### src/hdl/pdc_map.vh
// power-down pin state control: constants
// assumes inclusion by pdc_top.v and pdc_sync.v
`ifndef PDC_MAP_VH
`define PDC_MAP_VH
`define PDC_ST_RUN     3'h1
`define PDC_ST_SLEEP   3'h2
`define PDC_ST_WAKE    3'h4
`define PDC_IDX_RUN    0
`define PDC_IDX_SLEEP  1
`define PDC_IDX_WAKE   2
`define PDC_WAKE_NS    100
`define PDC_CLK_NS     10
`define PDC_WAKE_CYC   ((`PDC_WAKE_NS + `PDC_CLK_NS - 1) / `PDC_CLK_NS)
`define PDC_CNT_W      4
`define PDC_SYNC_W     5
`define PDC_ZERO1      1'h0
`define PDC_ONE1       1'h1
`define PDC_ZERO8      8'h00
`endif

### src/hdl/pdc_sync.v
// power-down pin state control: two-flop synchronisers for pin inputs
// assumes pins are asynchronous to ref_clk_in
`timescale 1ns/1ps
`include "pdc_map.vh"
module pdc_sync #(
  parameter WIDTH = `PDC_SYNC_W
) (
  input  wire             ref_clk_in,
  input  wire             rst_in,
  input  wire [WIDTH-1:0] async_in,
  input  wire [WIDTH-1:0] reset_val_in,
  output reg  [WIDTH-1:0] sync_out
);
  reg [WIDTH-1:0] meta;
  genvar i;
  generate
    for (i = 0; i < WIDTH; i = i + 1) begin : g_bit
      always @(posedge ref_clk_in) begin
        if (rst_in) begin
          meta[i]     <= reset_val_in[i];
          sync_out[i] <= reset_val_in[i];
        end else begin
          meta[i]     <= async_in[i];
          sync_out[i] <= meta[i];
        end
      end
    end
  endgenerate
endmodule // pdc_sync

### src/hdl/pdc_top.v
// power-down pin state control for an optical motion sensor
// assumes ref_clk_in is the internal oscillator; pins are asynchronous
// Function
// a low level on power_down_n_input requests entry to power-down.
// in power-down the oscillator is halted and all registers hold.
// in power-down every output is driven low or released to hi-Z; the code drives the laser pins and low_power_sleep_mode_out high.
// power-down parks serial and laser pins, reset stays live, wake restores.
// device registers are reached only over the serial port.
// the host must pulse reset after every power-up to reach a known state.
// when power-down is released the oscillator and serial inputs resume.
`timescale 1ns/1ps
`include "pdc_map.vh"
module pdc_top (
  input  wire ref_clk_in,
  input  wire rst_in,
  input  wire power_down_n_input_in,
  input  wire serial_select_n_in,
  input  wire sclk_in,
  input  wire mosi_in,
  input  wire core_miso_in,
  input  wire core_miso_drive_in,
  input  wire core_pullup_en_in,
  input  wire core_laser_drive_in,
  input  wire core_laser_enable_n_in,
  output reg  osc_enable_out,
  output reg  core_clk_en_out,
  output reg  low_power_sleep_mode_out,
  output reg  pullup_en_out,
  output reg  sclk_out,
  output reg  mosi_out,
  output reg  miso_out,
  output reg  miso_oe_n_out,
  output reg  laser_drive_output_out,
  output reg  laser_enable_n_output_out
);
  wire [`PDC_SYNC_W-1:0] pin_sync;
  reg  [2:0]             state;
  reg  [2:0]             next_state;
  reg  [`PDC_CNT_W-1:0]  wake_cnt;
  reg                    pullup_saved;
  wire                   pd_req;
  wire                   sel_n;
  wire                   asleep;
  pdc_sync #(
    .WIDTH        (`PDC_SYNC_W)
  ) u_sync (
    .ref_clk_in   (ref_clk_in),
    .rst_in       (rst_in),
    .async_in     ({mosi_in, sclk_in, serial_select_n_in,
                    `PDC_ONE1, power_down_n_input_in}),
    .reset_val_in ({`PDC_ZERO1, `PDC_ZERO1, `PDC_ONE1,
                    `PDC_ONE1, `PDC_ONE1}),
    .sync_out     (pin_sync)
  );
  assign pd_req = ~pin_sync[0];
  assign sel_n  = pin_sync[2];
  assign asleep = ~state[`PDC_IDX_RUN];
  // sleep state machine
  always @* begin
    next_state = state;
    case (state)
      `PDC_ST_RUN:   if (pd_req) next_state = `PDC_ST_SLEEP;
      `PDC_ST_SLEEP: if (!pd_req) next_state = `PDC_ST_WAKE;
      `PDC_ST_WAKE: begin
        if (pd_req)
          next_state = `PDC_ST_SLEEP;
        else if (wake_cnt == `PDC_WAKE_CYC - 1)
          next_state = `PDC_ST_RUN;
      end
      default:       next_state = `PDC_ST_RUN;
    endcase
  end
  // reset stays live in every state
  always @(posedge ref_clk_in) begin
    if (rst_in) begin
      state    <= `PDC_ST_RUN;
      wake_cnt <= {`PDC_CNT_W{1'b0}};
    end else begin
      state <= next_state;
      if (next_state == `PDC_ST_WAKE)
        wake_cnt <= wake_cnt + 1'b1;
      else
        wake_cnt <= {`PDC_CNT_W{1'b0}};
    end
  end
  // pull-up state saved on entry, restored on wake
  always @(posedge ref_clk_in) begin
    if (rst_in)
      pullup_saved <= `PDC_ONE1;
    else if (state[`PDC_IDX_RUN] && pd_req)
      pullup_saved <= core_pullup_en_in;
  end
  // pin outputs
  always @(posedge ref_clk_in) begin
    if (rst_in) begin
      osc_enable_out            <= `PDC_ONE1;
      core_clk_en_out           <= `PDC_ZERO1;
      low_power_sleep_mode_out  <= `PDC_ZERO1;
      pullup_en_out             <= `PDC_ONE1;
      sclk_out                  <= `PDC_ZERO1;
      mosi_out                  <= `PDC_ZERO1;
      miso_out                  <= `PDC_ZERO1;
      miso_oe_n_out             <= `PDC_ONE1;
      laser_drive_output_out    <= `PDC_ONE1;
      laser_enable_n_output_out <= `PDC_ONE1;
    end else if (asleep || pd_req) begin
      osc_enable_out            <= state[`PDC_IDX_WAKE] & ~pd_req;
      core_clk_en_out           <= `PDC_ZERO1;
      low_power_sleep_mode_out  <= `PDC_ONE1;
      pullup_en_out             <= state[`PDC_IDX_WAKE] & ~pd_req &
                                   pullup_saved;
      sclk_out                  <= `PDC_ZERO1;
      mosi_out                  <= `PDC_ZERO1;
      miso_out                  <= `PDC_ZERO1;
      miso_oe_n_out             <= sel_n;
      laser_drive_output_out    <= `PDC_ONE1;
      laser_enable_n_output_out <= `PDC_ONE1;
    end else begin
      osc_enable_out            <= `PDC_ONE1;
      core_clk_en_out           <= `PDC_ONE1;
      low_power_sleep_mode_out  <= `PDC_ZERO1;
      pullup_en_out             <= core_pullup_en_in;
      sclk_out                  <= pin_sync[3];
      mosi_out                  <= pin_sync[4];
      miso_out                  <= core_miso_in;
      miso_oe_n_out             <= sel_n | ~core_miso_drive_in;
      laser_drive_output_out    <= core_laser_drive_in;
      laser_enable_n_output_out <= core_laser_enable_n_in;
    end
  end
endmodule // pdc_top

### config.mk
export PLATFORM = sky130hd
export DESIGN_NAME = pdc_top
export DESIGN_NICKNAME = d
export VERILOG_FILES = /design/src/hdl/pdc_sync.v /design/src/hdl/pdc_top.v
export VERILOG_INCLUDE_DIRS = /design/src /design/src/hdl
export SDC_FILE = /design/constraint.sdc
export NUM_CORES = 1
export LEC_CHECK = 0
export BUFFER_PORTS_ARGS = -buffer_cell sky130_fd_sc_hd__buf_2
export CAP_MARGIN = 5
export CORE_MARGIN = 2
export CORE_UTILIZATION = 42
export DETAILED_ROUTE_END_ITERATION = 8
export PLACE_DENSITY_LB_ADDON = 0.08
export SLEW_MARGIN = 5
export SYNTH_ARGS = -nofsm -noshare
export SYNTH_HDL_FRONTEND = slang
export SYNTH_HIERARCHICAL = 1
export SYNTH_SLANG_ARGS = --single-unit
### constraint.sdc
create_clock -name ref_clk_in -period 3.3 [get_ports ref_clk_in]
set_input_delay 0 -clock ref_clk_in [delete_from_list [all_inputs] [get_ports ref_clk_in]]
set_output_delay 0 -clock ref_clk_in [all_outputs]
set_load 0.01 [all_outputs]
=== After elaboration in Yosys (flattened, before gate mapping) ===
Index checks and enable logic that the tools add are counted.
Widths: inputs -> output; s select.

* Register bits: 26
* Latch bits: 0
* Bits in writable memories: 0
* Bits in read-only memories: 0
* Input port bits: 11
* Output and inout bits: 10
* Logic and storage cells: 49
* Memories: 0

* Add/subtract/negate cells: 1
* $mul: 0
* Div/mod/pow operators: 0
* Order comparisons: 0
* Equality and inequality tests: 5
* Shift operators: 0
* Mux-type cells: 9
* Bitwise operators: 8
* Reductions and logical operators: 5

{| class="wikitable"
|+ Operators by type and width
! kind !! number
|-
| $mux 3 || 4
|-
| $pmux 3 s3 || 1
|-
| $eq 3x3->1 const B || 2
|-
| $reduce_or 2->1 || 3
|-
| $not 1->1 || 5
|-
| $add 4x1->4 const B || 1
|-
| $eq 4x4->1 const B || 1
|-
| $mux 1 || 4
|-
| $eq 3x1->1 const B || 1
|-
| $eq 3x2->1 const B || 1
|-
| $and 1x1->1 || 2
|-
| $logic_and 1x1->1 || 1
|-
| $logic_or 1x1->1 || 1
|-
| $or 1x1->1 || 1
|}

=== Longest topological paths before layout ===
* Word-level depth: 7
* Gate-level depth with buffers: 5
* Gate-level depth less buffers: 5

=== Cells and area by module ===
The synthesis kept the hierarchy.

{| class="wikitable"
|+ Modules (own cells, without submodules)
! module !! times used !! cells each !! area each (µm²) !! seq. area each (µm²)
|-
| pdc_top || 1 || 70 || 701.9 || 360.3
|-
| pdc_sync || 1 || 21 || 361.6 || 200.2
|}

=== Least setup slack after synthesis ===
Ideal clock, no wire load.

* Kind: register -> register
* From: reg wake_cnt[1]
* To: reg wake_cnt[2]
* Setup time: 65 ps
* Arrival: 1071 ps
* Data required time: 3235 ps
* Slack: 2164 ps
* Cell stages (with the launch flop): 6
* Path buffers: 0
* Period minus slack after synthesis: 1136 ps
* Path through: dfxtp_1 > inv_1 > ha_1 > and4bb_1 > nand4b_2 > nor2_1

* Longest elaborated chain between the ends: 7
* Elaborated cells between the ends (all ways): 8
* Those cells by class: 1 x add/sub; 2 x eq/ne; 3 x mux; 1 x bitwise; 1 x reduce/logical

{| class="wikitable"
|+ RTL lines
! what !! RTL line !! RTL
|-
| start, declared || pdc_top.v:39 || <nowiki>reg [`PDC_CNT_W-1:0] wake_cnt;</nowiki>
|-
| start signal, assigned || pdc_top.v:77 || <nowiki>wake_cnt <= {`PDC_CNT_W{1'b0}};</nowiki>
|-
| start signal, assigned || pdc_top.v:81 || <nowiki>wake_cnt <= wake_cnt + 1'b1;</nowiki>
|-
| start signal, assigned || pdc_top.v:83 || <nowiki>wake_cnt <= {`PDC_CNT_W{1'b0}};</nowiki>
|-
| $eq 4x4->1 || pdc_top.v:67 || <nowiki>else if (wake_cnt == `PDC_WAKE_CYC - 1)</nowiki>
|-
| $mux 3 || pdc_top.v:67 ||
|-
| $mux 3 || pdc_top.v:65 || <nowiki>if (pd_req)</nowiki>
|-
| $pmux 3 s3 || pdc_top.v:61 || <nowiki>case (state)</nowiki>
|-
| $eq 3x3->1 (no source line) || - ||
|-
| $not 1->1 (no source line) || - ||
|-
| $reduce_or 2->1 (no source line) || - ||
|}

Several ways; a longest one is shown, not always the timed one.
A chain may end at the register's enable or synchronous reset.

=== Worst setup path in the final report ===
Ends and elaborated chain as after synthesis.

==> flow_metrics.py <==
metrics = {
    "status": {
        "status": "finished, final reports clean",
    },
    "drt": {
        "met1_length_um": 671,
        "drt_pass1_iterations": 1,
        "vias_per_cell": 4.42,
        "wl_per_cell_um": 9.26,
        "post-route-drc-count": 0,
        "drt-total-wl_mm": 1.38,
        "drtIter0Drc": 0,
        "top_layer": "met3",
        "antenna_left": 0,
        "wl_met2_um": 652,
        "wl_met3_um": 54,
        "vias": 658,
    },
    "cts": {
        "clk_latency_ps": 310,
        "ctsHoldBuffers": 9,
        "clockBufferDepth": 2,
        "cts_buffers": 3,
        "clock_sinks": 26,
        "post-cts-setup-buffer-count": 0,
        "cts_resized": 0,
        "cts.root.buffer_cell": "clkbuf_4",
        "cts_tree": "built",
        "clk_pin_slew_ps": 140,
        "htree_levels": 1,
    },
    "finish": {
        "antennaDiodeCount": 0,
        "area_growth_pct": 26.3,
        "layout.nets": 135,
        "final_common_cell": "dfxtp_1",
        "final_layout_size_suffix_gt1_share_pct": 28.1,
        "finalNonFillerCells": 149,
        "mostFrequentLayoutCells": "26 x dfxtp_1, 20 x buf_2, 9 x dlygate4sd3_1",
        "fin_area_um2": 1250,
    },
    "die": {
        "die_area_um2": 2770,
        "die_x_um": 52.6,
        "start_util_pct": 44.5,
        "coreArea_um2": 2230,
        "num_rows": 17,
        "die_y_um": 52.6,
        "ios": 21,
    },
    "place": {
        "gp_congestion": 0.699,
        "port-buffer-count": 20,
        "dpl_cell_area_um2": 1110,
        "dp_cells": 136,
        "dp_hpwl_um": 944,
        "place_worst_setup_slack_ps": 2080,
    },
    "timing": {
        "hold-worst-slack_ps": 158,
        "fin_skew_ps": 4.01,
        "timing.final.crit_share_pct": 37.5,
        "hold_viol_final": 0,
        "rsz0062_at_grt": "false",
        "setup_viol": 0,
        "max_freq_ghz": 0.808,
        "layout_min_cycle_time_ps": 1240,
        "layout_setup_ws_ps": 2060,
        "drv_slew": 0,
        "final.setup.tns_ps": 0,
    },
    "critical_path": {
        "setup.worst_path.end_class": "flop",
        "start_kind": "flop",
        "critPathSlowestCell": "dfxtp_1",
        "worstPathArrival_ps": 1500,
        "r2r-start": "wake_cnt[1]$_SDFF_PP0_",
        "critPathMaxStageDelay_ps": 380,
        "reg2reg_slack_ps": 2060,
        "path_max_fanout": 4,
        "r2r_cells": 5,
        "crit_type": "reg2reg",
        "cpLargestDelayFamily": "simple AND/OR/NAND/NOR gates",
        "crit_required_ps": 3570,
        "path_buf_inv": 1,
        "path_cells": "inv_1 -> ha_1 -> and4bb_1 -> nand4b_2 -> nor2_1",
        "r2r-end": "wake_cnt[2]$_SDFF_PP0_",
    },
    "power_and_ir_drop": {
        "leakage_nw": 0.583,
        "peakVddDrop_mv": 0.342,
        "p_per_area_nw_per_um2": 504,
    },
    "logic_synthesis": {
        "ys_warn_count": 6,
        "synth_cells": 87,
        "syn_avg_cell_area_um2": 11.4,
        "synth.cell_area_um2": 993,
    },
    "global_routing": {
        "antenna_found_initial": 0,
        "grt_usage_pct": 11.9,
        "grt_pass1_wl_mm": 2.43,
        "gr-total-overflow": 0,
        "grt_max_degree": 19,
        "grt_pass1_vias": 572,
    },
    "hold_path": {
        "min_to": "state[1]$_SDFF_PP0_",
        "min_path_cells": 2,
        "hp-start": "rst_in",
        "hold_class": "in2reg",
    },
    "job": {
        "maxCapViolations": 0,
    },
}
## where the power goes
group          total [mW]  switching [mW]  internal, mW
logic              0.0711          0.0274        0.0437
registers           0.349          0.0133         0.335
clock network       0.213          0.0906         0.123
total               0.633           0.131         0.502
## how the worst max path moves through the flow
| stage | start | end | slack (ps) | cells after the start |
|---|---|---|---|---|
| 2_1_floorplan | wake_cnt[1]$_SDFF_PP0_ | wake_cnt[2]$_SDFF_PP0_ | 2160 | 5 |
| 3_3_place_gp | wake_cnt[1]$_SDFF_PP0_ | wake_cnt[2]$_SDFF_PP0_ | 2090 | 5 |
| 3_5_place_dp | wake_cnt[1]$_SDFF_PP0_ | wake_cnt[0]$_SDFF_PP0_ | 2080 | 5 |
| 4_1_cts | wake_cnt[1]$_SDFF_PP0_ | wake_cnt[2]$_SDFF_PP0_ | 2050 | 5 |
| 5_1_grt | wake_cnt[1]$_SDFF_PP0_ | wake_cnt[2]$_SDFF_PP0_ | 1920 | 5 |
| 6_report | wake_cnt[1]$_SDFF_PP0_ | wake_cnt[2]$_SDFF_PP0_ | 2060 | 5 |
## layer usage
metal | global-route usage [%] | vias to the layer above
li1 | - | 352
met2 | 19.6 | 16
met4 | 5.13 | 0
met1 | 14.8 | 290
met3 | 2.57 | 0
met5 | 0 | -
## metrics by stage
step	utilization (%)	total power, mW
after global placement	49.8	0.419
after CTS	56.2	0.643
after detailed placement	49.8	0.420
final	56.2	0.633
after floorplan	-	0.404
after global routing	56.2	0.670
## flip-flops by register name (all words and copies together), names as in the netlist, 3 cells and up
register,cells
u_sync/meta,4
state,3
u_sync/sync_out,4
wake_cnt,4
## layout make-up
cell class,instances,area (um2)
well taps,28,35.0
clock inverters,1,30.0
fillers,206,978
clock buffers,3,22.5
repair buffers,29,190
multi-input cells,60,449
inverters,2,7.51
flip-flops and latches,26,520
(Power assumes the default switching activity.)
